$ cat config.mk
export PLATFORM = sky130hd
export DESIGN_NAME = fps_guard
export DESIGN_NICKNAME = d
export VERILOG_FILES = /design/src/fps_pkg.sv /design/src/fps_guard.sv
export VERILOG_INCLUDE_DIRS = /design/src
export SDC_FILE = /design/constraint.sdc
export NUM_CORES = 1
export LEC_CHECK = 0
export CAP_MARGIN = 30
export CORE_MARGIN = 4
export CORE_UTILIZATION = 40
export CTS_CLUSTER_SIZE = 8
export DETAILED_ROUTE_END_ITERATION = 8
export DONT_BUFFER_PORTS = 1
export PLACE_DENSITY = 0.54
export SLEW_MARGIN = 20
export SYNTH_ARGS = -nofsm -noshare
export SYNTH_HDL_FRONTEND = slang
export SYNTH_SLANG_ARGS = --single-unit
$ cat constraint.sdc
create_clock -name mclk -period 4.2 [get_ports mclk]
set_clock_uncertainty 0.05 [all_clocks]
set_input_delay 0.42 -clock mclk [delete_from_list [all_inputs] [get_ports mclk]]
set_output_delay 0.42 -clock mclk [all_outputs]
set_load 0.01 [all_outputs]
$ cat src/fps_regs.svh
// register offsets, field positions, command codes and timing counts for the flash guard
`ifndef FPS_REGS_SVH
`define FPS_REGS_SVH
`define FPS_ADDR_W          16
`define FPS_OFF_DIV         16'h0000
`define FPS_OFF_OPT         16'h0004
`define FPS_OFF_CFG         16'h0008
`define FPS_OFF_PROT        16'h000C
`define FPS_OFF_STAT        16'h0010
`define FPS_OFF_CMD         16'h0014
`define FPS_OFF_KEYCMP      16'h0018
`define FPS_OFF_MISC        16'h001C
`define FPS_OFF_PROTECTION_NV_BYTE      16'hFFBD
`define FPS_OFF_OPTIONS_NV_BYTE       16'hFFBF
`define FPS_BIT_ACCERR      4
`define FPS_BIT_CBEF        7
`define FPS_BIT_CCF         6
`define FPS_BIT_DIVLD       7
`define FPS_BIT_KEY_ACCESS_BIT      5
`define FPS_BIT_BACKDOOR_KEY_ENABLE       7
`define FPS_BIT_NORED       6
`define FPS_BIT_PDIS        0
`define FPS_CMD_BLANK       8'h05
`define FPS_CMD_BYTE        8'h20
`define FPS_CMD_BURST       8'h25
`define FPS_CMD_PAGE        8'h40
`define FPS_CMD_MASS        8'h41
`define FPS_SEC_OPEN        2'h2
`define FPS_VEC_LO          16'hFFC0
`define FPS_VEC_HI          16'hFFFD
`define FPS_OP_TIME_NS      2000
`define FPS_CLK_NS          40
`define FPS_OP_CYCLES       (`FPS_OP_TIME_NS / `FPS_CLK_NS)
`endif
$ cat src/fps_pkg.sv
// types shared by the flash guard
package fps_pkg;
    typedef enum logic [3:0] {
        FPS_IDLE   = 4'b0001,
        FPS_ADDR   = 4'b0010,
        FPS_CMDQ   = 4'b0100,
        FPS_BUSY   = 4'b1000
    } fps_state_type;
endpackage : fps_pkg

$ cat src/fps_guard.sv
// flash protection, access error and security guard with a wishbone register slave
//
// The Wishbone slave port was chosen for this implementation.
`timescale 1ns/1ps
`include "fps_regs.svh"
module fps_guard #(
    parameter int OP_CYCLES = `FPS_OP_CYCLES  // length of a program or erase
) (
    input  wire logic        mclk,          // bus clock
    input  wire logic        rst_n,         // synchronous reset, active low
    input  wire logic        wb_cyc_i,      // wishbone cycle
    input  wire logic        wb_stb_i,      // wishbone strobe
    input  wire logic        wb_we_i,       // write enable
    input  wire logic [15:0] wb_adr_i,      // byte address
    input  wire logic [3:0]  wb_sel_i,      // byte lanes
    input  wire logic [31:0] wb_dat_i,      // write data
    output logic      [31:0] wb_dat_o,      // read data
    output logic             wb_ack_o,      // acknowledge
    input  wire logic        dbg_access,    // access comes from the debug controller
    input  wire logic        unsecure_code, // access from code in unsecured space
    input  wire logic        halt_req,      // processor enters low-power halt
    input  wire logic        debug_mode_pin,// mode strap pin, low selects background
    input  wire logic        dbg_enable_req,// request to enable the debug module
    input  wire logic [7:0]  nv_prot,       // nonvolatile protection byte
    input  wire logic [7:0]  nv_opt,        // nonvolatile option byte
    input  wire logic [63:0] nv_key,        // stored backdoor key
    input  wire logic        flash_blank,   // flash array reads fully erased
    input  wire logic        vec_fetch,     // current fetch is a vector fetch
    input  wire logic [15:0] fetch_adr,     // fetch address
    output logic      [15:0] fetch_adr_o,   // redirected fetch address
    output logic             mem_wr_o,      // array write reaching flash/ram
    output logic             op_start_o,    // program/erase operation launched
    output logic      [7:0]  op_cmd_o,      // launched command
    output logic      [15:0] op_adr_o,      // launched address
    output logic      [7:0]  op_dat_o,      // launched data
    output logic             secure_o,      // device secured
    output logic             bgnd_mode_o,   // active background mode strap
    output logic             dbg_en_o       // debug module enabled
);
    ////////////////////////////////////////////////////////////////////////////
    // elaboration checks
    if (OP_CYCLES < 1) begin : g_chk
        $error("OP_CYCLES must be at least one");
    end

    // decode one register word address
    function automatic logic hit(input logic [15:0] a, input logic [15:0] off);
        hit = (a == off);
    endfunction : hit

    ////////////////////////////////////////////////////////////////////////////
    // state
    fps_pkg::fps_state_type state_ff, nxt_state;  // command sequence
    logic        accerr_ff;       // access error flag
    logic        divld_ff;        // divider written since reset
    logic [6:0]  div_ff;          // divider value
    logic [7:0]  prot_ff;         // working protection register
    logic [7:0]  opt_ff;          // working options register
    logic        key_access_bit_ff;       // key access bit
    logic [2:0]  keyidx_ff;       // next key byte slot
    logic [63:0] keybuf_ff;       // entered key bytes
    logic [3:0]  keycnt_ff;       // key bytes entered
    logic        unlock_ff;       // security forced open until reset
    logic        loaded_ff;       // nonvolatile copies taken
    logic [15:0] adr_ff;          // latched array address
    logic [7:0]  dat_ff;          // latched array data
    logic [7:0]  cmd_ff;          // latched command
    logic [$clog2(OP_CYCLES+1)-1:0] opcnt_ff; // operation timer
    logic        launched_ff;     // strap already taken since reset

    ////////////////////////////////////////////////////////////////////////////
    // bus decode
    wire        req      = wb_cyc_i & wb_stb_i & ~wb_ack_o;
    wire        wr       = req & wb_we_i & wb_sel_i[0];
    wire        rd       = req & ~wb_we_i;
    wire [7:0]  wd       = wb_dat_i[7:0];
    wire        is_div   = hit(wb_adr_i, `FPS_OFF_DIV);
    wire        is_opt   = hit(wb_adr_i, `FPS_OFF_OPT);
    wire        is_cfg   = hit(wb_adr_i, `FPS_OFF_CFG);
    wire        is_prot  = hit(wb_adr_i, `FPS_OFF_PROT);
    wire        is_stat  = hit(wb_adr_i, `FPS_OFF_STAT);
    wire        is_cmd   = hit(wb_adr_i, `FPS_OFF_CMD);
    wire        is_misc  = hit(wb_adr_i, `FPS_OFF_MISC);
    wire        is_ctl   = is_div | is_opt | is_cfg | is_prot | is_stat | is_cmd;
    wire        is_array = ~is_ctl & ~is_misc & ~hit(wb_adr_i, `FPS_OFF_KEYCMP)
                           & (wb_adr_i >= 16'h0020);
    // security field decode: only binary 10 leaves the part open
    wire        secured  = (opt_ff[1:0] != `FPS_SEC_OPEN) & ~unlock_ff;
    // untrusted master on a secured part
    wire        blocked  = secured & (dbg_access | unsecure_code);
    // key capture window
    wire        key_wr   = wr & is_array & key_access_bit_ff & (wb_adr_i[15:3] == 13'h1FF7);

    ////////////////////////////////////////////////////////////////////////////
    // protection boundary
    wire [15:0] last_unprot = {prot_ff[7:1], 9'h1FF};
    wire        prot_on     = ~prot_ff[`FPS_BIT_PDIS];
    wire        in_prot     = prot_on & (adr_ff > last_unprot);
    wire        part_prot   = prot_on & (prot_ff[7:1] != 7'h00);
    wire        redirect    = ~opt_ff[`FPS_BIT_NORED] & part_prot & vec_fetch
                              & (fetch_adr >= `FPS_VEC_LO) & (fetch_adr <= `FPS_VEC_HI);
    wire [15:0] redir_adr   = {prot_ff[7:1], fetch_adr[8:0]};

    ////////////////////////////////////////////////////////////////////////////
    // error sources of the command protocol
    wire valid_cmd = (wd == `FPS_CMD_BLANK) | (wd == `FPS_CMD_BYTE) | (wd == `FPS_CMD_BURST)
                     | (wd == `FPS_CMD_PAGE) | (wd == `FPS_CMD_MASS);
    wire dbg_bad   = dbg_access & secured & (wd != `FPS_CMD_BLANK) & (wd != `FPS_CMD_MASS);
    // debug may still open a command while secured; the array itself stays shut
    wire arr_wr    = wr & is_array & ~key_wr & ~(secured & unsecure_code);
    wire busy      = (state_ff == fps_pkg::FPS_BUSY);
    wire launch_wr = wr & is_stat & wd[`FPS_BIT_CBEF];
    wire e_div     = arr_wr & ~divld_ff;
    wire e_cbef    = arr_wr & busy;
    wire e_second  = (arr_wr & (state_ff != fps_pkg::FPS_IDLE) & ~busy)
                     | (wr & is_cmd & (state_ff == fps_pkg::FPS_CMDQ));
    wire e_ctlwr   = wr & (state_ff == fps_pkg::FPS_ADDR) & is_ctl & ~is_cmd
                     & ~(is_stat & ~wd[`FPS_BIT_CBEF]);
    wire e_code    = wr & is_cmd & (state_ff == fps_pkg::FPS_ADDR)
                     & (~valid_cmd | dbg_bad);
    wire e_after   = (state_ff == fps_pkg::FPS_CMDQ) & (rd | wr) & is_ctl
                     & ~launch_wr & ~(wr & is_cmd);
    wire e_halt    = halt_req & busy;
    wire e_cancel  = wr & is_stat & ~wd[`FPS_BIT_CBEF]
                     & (state_ff == fps_pkg::FPS_ADDR || state_ff == fps_pkg::FPS_CMDQ);
    wire e_prot    = launch_wr & (state_ff == fps_pkg::FPS_CMDQ)
                     & (cmd_ff != `FPS_CMD_BLANK) & (in_prot | (cmd_ff == `FPS_CMD_MASS & prot_on));
    wire any_err   = e_div | e_cbef | e_second | e_ctlwr | e_code | e_after
                     | e_halt | e_cancel | e_prot;
    wire clr_err   = wr & is_stat & wd[`FPS_BIT_ACCERR];
    wire go        = launch_wr & (state_ff == fps_pkg::FPS_CMDQ) & ~accerr_ff & ~any_err;
    wire op_done   = busy & (opcnt_ff == '0);

    ////////////////////////////////////////////////////////////////////////////
    // sequence next state
    always_comb begin
        nxt_state = state_ff;
        case (state_ff)
            fps_pkg::FPS_IDLE: begin
                // array write opens a sequence unless the flag blocks it
                if (arr_wr & ~accerr_ff & ~any_err) nxt_state = fps_pkg::FPS_ADDR;
            end
            fps_pkg::FPS_ADDR: begin
                if (wr & is_cmd & ~any_err) nxt_state = fps_pkg::FPS_CMDQ;
            end
            fps_pkg::FPS_CMDQ: begin
                if (go) nxt_state = fps_pkg::FPS_BUSY;
            end
            fps_pkg::FPS_BUSY: begin
                if (op_done) nxt_state = fps_pkg::FPS_IDLE;
            end
            default: nxt_state = fps_pkg::FPS_IDLE;
        endcase
        // error drops the partial sequence or aborts the running one
        if (any_err) nxt_state = fps_pkg::FPS_IDLE;
    end

    ////////////////////////////////////////////////////////////////////////////
    // sequence and error flag
    always_ff @(posedge mclk) begin
        if (!rst_n) begin
            state_ff  <= fps_pkg::FPS_IDLE;
            accerr_ff <= 1'b0;
        end else begin
            state_ff  <= nxt_state;
            // set wins over the clear
            accerr_ff <= any_err | (accerr_ff & ~clr_err);
        end
    end

    // latched address, data and command
    always_ff @(posedge mclk) begin
        if (!rst_n || any_err) begin
            adr_ff <= 16'h0000;
            dat_ff <= 8'h00;
            cmd_ff <= 8'h00;
        end else begin
            if (arr_wr && state_ff == fps_pkg::FPS_IDLE) begin
                adr_ff <= wb_adr_i;
                dat_ff <= wd;
            end
            if (wr && is_cmd && state_ff == fps_pkg::FPS_ADDR) cmd_ff <= wd;
        end
    end

    // operation timer
    always_ff @(posedge mclk) begin
        if (!rst_n) opcnt_ff <= '0;
        else if (go) opcnt_ff <= ($clog2(OP_CYCLES+1))'(OP_CYCLES - 1);
        else if (busy && opcnt_ff != '0) opcnt_ff <= opcnt_ff - 1'b1;
    end

    ////////////////////////////////////////////////////////////////////////////
    // divider, config, protection and options
    always_ff @(posedge mclk) begin
        if (!rst_n) begin
            divld_ff  <= 1'b0;
            div_ff    <= 7'h00;
            key_access_bit_ff <= 1'b0;
            loaded_ff <= 1'b0;
            prot_ff   <= 8'hFF;
            opt_ff    <= 8'hFF;
        end else begin
            // nonvolatile copies taken on the first clock after reset
            if (!loaded_ff) begin
                prot_ff   <= nv_prot;
                opt_ff    <= nv_opt;
                loaded_ff <= 1'b1;
            end else if (wr && is_prot && dbg_access && !any_err) begin
                prot_ff   <= wd;
            end
            // divider loads once, not while the flag stands
            if (wr && is_div && !divld_ff && !accerr_ff && !any_err) begin
                div_ff    <= wd[6:0];
                divld_ff  <= 1'b1;
            end
            if (wr && is_cfg && !any_err && !blocked)
                key_access_bit_ff <= wd[`FPS_BIT_KEY_ACCESS_BIT] & opt_ff[`FPS_BIT_BACKDOOR_KEY_ENABLE];
        end
    end

    ////////////////////////////////////////////////////////////////////////////
    // backdoor key capture and compare
    wire key_close = wr & is_cfg & key_access_bit_ff & ~wd[`FPS_BIT_KEY_ACCESS_BIT];
    wire key_match = (keycnt_ff == 4'h8) & (keybuf_ff == nv_key);
    always_ff @(posedge mclk) begin
        if (!rst_n) begin
            keyidx_ff <= 3'h0;
            keycnt_ff <= 4'h0;
            keybuf_ff <= 64'h0;
            unlock_ff <= 1'b0;
        end else begin
            // ascending order only; an out-of-order byte spoils the count
            if (key_wr && !unsecure_code && !dbg_access) begin
                keybuf_ff[keyidx_ff*8 +: 8] <= wd;
                keyidx_ff <= keyidx_ff + 3'h1;
                keycnt_ff <= (wb_adr_i[2:0] == keyidx_ff) ? keycnt_ff + 4'h1 : 4'hF;
            end
            if (key_close) begin
                keyidx_ff <= 3'h0;
                keycnt_ff <= 4'h0;
            end
            // key match or blank check of an erased flash opens the part
            if ((key_close && key_match && opt_ff[`FPS_BIT_BACKDOOR_KEY_ENABLE])
                || (op_done && cmd_ff == `FPS_CMD_BLANK && flash_blank))
                unlock_ff <= 1'b1;
        end
    end

    ////////////////////////////////////////////////////////////////////////////
    // read mux
    wire [7:0] stat_rd = {~(state_ff == fps_pkg::FPS_ADDR || state_ff == fps_pkg::FPS_CMDQ
                           || busy), ~busy, 1'b0, accerr_ff, 4'h0};
    wire [7:0] rd_byte = is_div  ? {divld_ff, div_ff}
                       : is_opt  ? {opt_ff[7:2], unlock_ff ? `FPS_SEC_OPEN : opt_ff[1:0]}
                       : is_cfg  ? {2'b00, key_access_bit_ff, 5'h00}
                       : is_prot ? prot_ff
                       : is_stat ? stat_rd
                       : is_cmd  ? cmd_ff
                       : is_misc ? {6'h00, secured, divld_ff}
                       : 8'h00;

    ////////////////////////////////////////////////////////////////////////////
    // bus answer and outputs
    always_ff @(posedge mclk) begin
        if (!rst_n) begin
            wb_ack_o    <= 1'b0;
            wb_dat_o    <= 32'h0;
            mem_wr_o    <= 1'b0;
            op_start_o  <= 1'b0;
            op_cmd_o    <= 8'h00;
            op_adr_o    <= 16'h0000;
            op_dat_o    <= 8'h00;
            fetch_adr_o <= 16'h0000;
            secure_o    <= 1'b1;
            bgnd_mode_o <= 1'b0;
            dbg_en_o    <= 1'b0;
            launched_ff <= 1'b0;
        end else begin
            wb_ack_o    <= req;
            wb_dat_o    <= (rd && !(blocked && is_array)) ? {24'h0, rd_byte} : 32'h0;
            mem_wr_o    <= wr & is_array & ~blocked & ~key_access_bit_ff;
            op_start_o  <= go;
            if (go) begin
                op_cmd_o <= cmd_ff;
                op_adr_o <= adr_ff;
                op_dat_o <= dat_ff;
            end
            fetch_adr_o <= redirect ? redir_adr : fetch_adr;
            secure_o    <= secured;
            // strap taken on the first clock after release
            if (!launched_ff) bgnd_mode_o <= ~debug_mode_pin;
            launched_ff <= 1'b1;
            dbg_en_o    <= dbg_enable_req & ~secured;
        end
    end

    ////////////////////////////////////////////////////////////////////////////
    // checks
    error_sticks_a: assert property (@(posedge mclk) disable iff (!rst_n)
        accerr_ff && !clr_err |=> accerr_ff)
        else $error("access error flag dropped without a clear");
    no_div_a: assert property (@(posedge mclk) disable iff (!rst_n)
        arr_wr && !divld_ff |=> accerr_ff)
        else $error("array write before divider not flagged");
    bad_code_a: assert property (@(posedge mclk) disable iff (!rst_n)
        e_code |=> accerr_ff && state_ff == fps_pkg::FPS_IDLE)
        else $error("illegal command not flagged");
    cancel_err_a: assert property (@(posedge mclk) disable iff (!rst_n)
        e_cancel |=> accerr_ff && !op_start_o)
        else $error("cancel did not flag");
    halt_abort_a: assert property (@(posedge mclk) disable iff (!rst_n)
        e_halt |=> state_ff == fps_pkg::FPS_IDLE && accerr_ff)
        else $error("halt did not abort");
    sec_read_a: assert property (@(posedge mclk) disable iff (!rst_n)
        rd && blocked && is_array |=> wb_ack_o && wb_dat_o == 32'h0)
        else $error("blocked read returned data");
    dbg_sec_a: assert property (@(posedge mclk) disable iff (!rst_n)
        secured |=> !dbg_en_o)
        else $error("debug enabled while secured");
    flag_launch_a: assert property (@(posedge mclk) disable iff (!rst_n)
        accerr_ff |=> !op_start_o)
        else $error("launch while error flag set");
    error_clears_a: assert property (@(posedge mclk) disable iff (!rst_n)
        any_err |=> adr_ff == 16'h0000 && cmd_ff == 8'h00)
        else $error("latches kept after error");
    busy_write_a: assert property (@(posedge mclk) disable iff (!rst_n)
        e_cbef |=> accerr_ff && state_ff == fps_pkg::FPS_IDLE)
        else $error("array write while busy not flagged");
    second_wr_a: assert property (@(posedge mclk) disable iff (!rst_n)
        e_second |=> accerr_ff && state_ff == fps_pkg::FPS_IDLE)
        else $error("second write not flagged");
    ctl_write_a: assert property (@(posedge mclk) disable iff (!rst_n)
        e_ctlwr |=> accerr_ff)
        else $error("control write in sequence not flagged");
    after_cmd_a: assert property (@(posedge mclk) disable iff (!rst_n)
        e_after |=> accerr_ff && !op_start_o)
        else $error("access after command not flagged");
    prot_block_a: assert property (@(posedge mclk) disable iff (!rst_n)
        e_prot |=> accerr_ff && !op_start_o)
        else $error("protected target launched");
endmodule : fps_guard

==> summary by stage <==
Cells and area
In the layout the commonest cells are 203 x dfxtp_1, 115 x a21oi_1, 113 x nand2_1. The area growth from synthesis to layout is 15.3%. The total area of multi-input combinational cells is 4920 sq um. The post-layout utilization of the core is 0.476. In the final layout, flip-flops and latches occupy 4060 sq um. The diode insertion count for antenna repair is 0. In the final layout, the share of cells above drive strength 1 is 0.0633. The number of nets in the layout is 1297. The most common cell after layout, fill and taps aside is dfxtp_1. The count of filler cells inserted in the layout is 2221.

Critical path
The longest individual stage delay on the worst path is 570 ps. STA classifies the critical path endpoint as a flip-flop. The setup path with the least slack is of type flip-flop to flip-flop. The critical-path maximum fanout is 12. Counting both buffers and inverters, the worst setup path holds a total of 2. The slowest stage of the critical path belongs to the cell and2_1. For the worst setup path, the data required time is 4540 ps.

The data arrival time of the critical path is 3430 ps. The startpoint type of the worst setup path is a flip-flop. Traced cell by cell, the critical path runs through nand4_1, nor4_1, buf_4, nand4_1, buf_4, nor3_1, and2_1, mux2i_1, nor2_1.

Grouping stages by cell kind, the critical path spends the most delay in simple AND/OR/NAND/NOR gates.

Synthesis
The post-synthesis cell type count is 67. The sequential-to-total area share from yosys stat is 0.430. The most used flip-flop cell after synthesis is dfxtp_1.

The cell area that synthesis handed to floorplanning was 9460 sq um. In the synthesized netlist the async set-or-reset flop fraction comes to 0. The most area-hungry cell type in the Yosys netlist is dfxtp_1. Each instance of the synthesized netlist takes up on average 8.67 sq um.

The count of synthesis-stage warnings from yosys is 0. The cell count after synthesis is 1090. The share of synthesized area in the top cell type comes to 0.430. By area the synthesized netlist is led by dfxtp_1 43%, a21oi_1 6.1%, xor2_1 5.0%. After synthesis the netlist holds a flip-flop and latch count of 203. The synthesized design contains 0 enable-type register cells.

Floorplanning
The region available for standard cell placement spans 22900 sq um. The chip height is 162 um. The floorplan has 55 rows. The area of the die is 26200 sq um. The I/O pin count is 246. Measured along the x axis, the die boundary spans 162 um.

The effective utilization at floorplan is 0.413.

GRT
The first global-routing pass estimated 47.3 mm of wire. For this run, global-route usage on met3 was measured as 0.0639. The pin count of the biggest net entering global routing is 66.

The number of antenna violations at the first check in global routing is 3. After global routing the overflow that remains totals 0. The global routing usage on met1 is 0.289. For this run, global-route usage on met2 was measured as 0.389. The overall routing resource usage is 0.231.

The number of global-route vias before repair is 7833. The highest-utilization routing layer at the global route stage is met2.

Clock network
At the later pin of the worst-skew pair, clock insertion delay measures 530 ps. In this run the post-CTS setup repair buffer count came out at 0. The total number of H-tree levels is 1. The post-cts repair resize count is 0. The clock-pin transition on the worst setup and hold timing paths is 50 ps.

The TritonCTS clock tree is done. Hold repair after CTS inserted 52 buffers. Counting the buffers created by CTS gives 29.

The number of clock sinks is 203. The cell sitting at the root of the clock tree is a clkbuf_16. The clock passes through at most 3 buffers.

Timing
The total negative slack for setup checks is 0 ps. The final hold violation count is 0. The upper clock frequency limit is 323 MHz. The count of final max-slew check failures came to 0. The period utilization is 0.737. The count of endpoints failing setup in the final report is 0. At the pin with the least slew margin, the transition time is 823 ps. Setup repair after global routing left no endpoint under its margin. The minimum period implied by the final worst setup slack is 3090 ps. The headroom to the max-slew limit is 0.447.

Route
The detailed router's first-iteration violation count is 681. The total detailed-routing wirelength is 31.5 mm. The post-detailed-route count of antenna-violating nets is 0. Dividing the detail-routed via count by the number of cells gives 5.60.

Detailed routing inserted a total of 8031 vias. The count of TritonRoute iterations in the first routing pass is 5. For this run, design rule violations remaining after detail routing come to 0. The average detailed-routed wire length per instance is 21.9 um.

Hold path
The class of the most critical hold timing path is input pin to flip-flop.

Pwr
Of the total power, the share spent switching nets is 0.226. The part of the total power dissipated in sequential elements is 0.471. The ratio of total power to cell area is 385 nW/um^2. The share of power burned in combinational logic is 0.053. The part of the total power dissipated in the clock network is 0.476. The internal portion of the total power is 3250 uW. VDD sags by at most 0.202 mV.

The leakage power summed over all cells is 0.00408 uW. The net switching component of the power is 949 uW.

Job
Across the run, the number of max-cap violations was 0.

Place
The number of buffer cells added on primary ports is 0. The post-detailed-placement half-perimeter wirelength is 21.0 mm. The final estimated routing congestion in global placement is 0.813.

Outcome
The run finished with clean final reports.
-- metal layers --
metal  vias up  share of wire
met5         -              0
met4         0          0.027
met3        48          0.084
met2       287           0.48
met1      3804           0.41
li1       3892              -
-- synth_stat cells, types with 10 or more instances --
cell type / n
mux2i_1: 31
a221oi_1: 10
and2_1: 16
nor3_1: 19
nor4_1: 24
a22o_1: 35
xor2_1: 54
buf_4: 24
nand3_1: 88
o21ai_0: 13
and3_1: 13
xnor2_1: 19
nand4_1: 26
nand2_1: 113
clkbuf_1: 59
a21oi_1: 115
inv_1: 24
ha_1: 16
nor2_1: 68
dfxtp_1: 203
-- per-stage QoR --
stage | std cells | instance area [sq um] | setup WS [ps] | hold slack [ps] | power [uW]
after floorplan | 1113 | 9540 | 1500 | 378 | 2160
after global placement | 1350 | 9630 | 1180 | 390 | 2170
after detailed placement | 1351 | 9640 | 1160 | 400 | 2170
after CTS | 1435 | 10900 | 1120 | 0.355 | 4240
after global routing | 1435 | 10900 | 948 | 5.56 | 4340
final | 1435 | 10900 | 1110 | 19.2 | 4200
-- power by group through the flow --
stage               clock network [uW]  logic [uW]  registers, uW
CTS                               2040         223           1980
global route                      2120         241           1980
detailed placement                   0         152           2020
finish                            2000         223           1980
floorplan                            0         155           2010
global placement                     0         151           2010
-- state kept, by name, summed over array words and instances (netlist names), 4 cells and up --
signal / flops
keybuf_ff: 64
opcnt_ff: 6
wb_dat_o: 8
prot_ff: 8
adr_ff: 16
op_cmd_o: 8
fetch_adr_o: 16
div_ff: 7
state_ff: 4
dat_ff: 8
op_adr_o: 16
op_dat_o: 8
cmd_ff: 8
keycnt_ff: 4
opt_ff: 8
-- final cells by class --
cell class	instances	share of cell area
repair buffers	74	0.0638
clock inverters	1	0.000459
multi-input cells	788	0.451
inverters	25	0.00861
well taps	313	0.0359
clock buffers	31	0.0672
flip-flops and latches	203	0.373
-- cells by family after synthesis --
group / Yosys count / synth area share
adders and majority gates: 16 / 0.0212
xor gates and xnor gates: 73 / 0.0676
muxes: 32 / 0.0340
and+or+nand+nor: 421 / 0.233
buffers and inverters: 122 / 0.0614
AOI/OAI and AO/OA: 222 / 0.152
DFF: 203 / 0.430
other: 1 / 0.000397
-- worst paths after layout --
| kind | start | endpoint | slack, ps | cells past startpoint |
|---|---|---|---|---|
| worst min register to register | dat_ff[3] | dat_ff[3] | 400 | 2 |
| worst min-delay path | wb_adr_i[10] | adr_ff[10] | 20 | 2 |
| worst max register to register | key_access_bit_ff | keybuf_ff[53] | 1110 | 9 |
| worst max-delay path | key_access_bit_ff | keybuf_ff[53] | 1110 | 9 |
(Power assumes the default switching activity.)
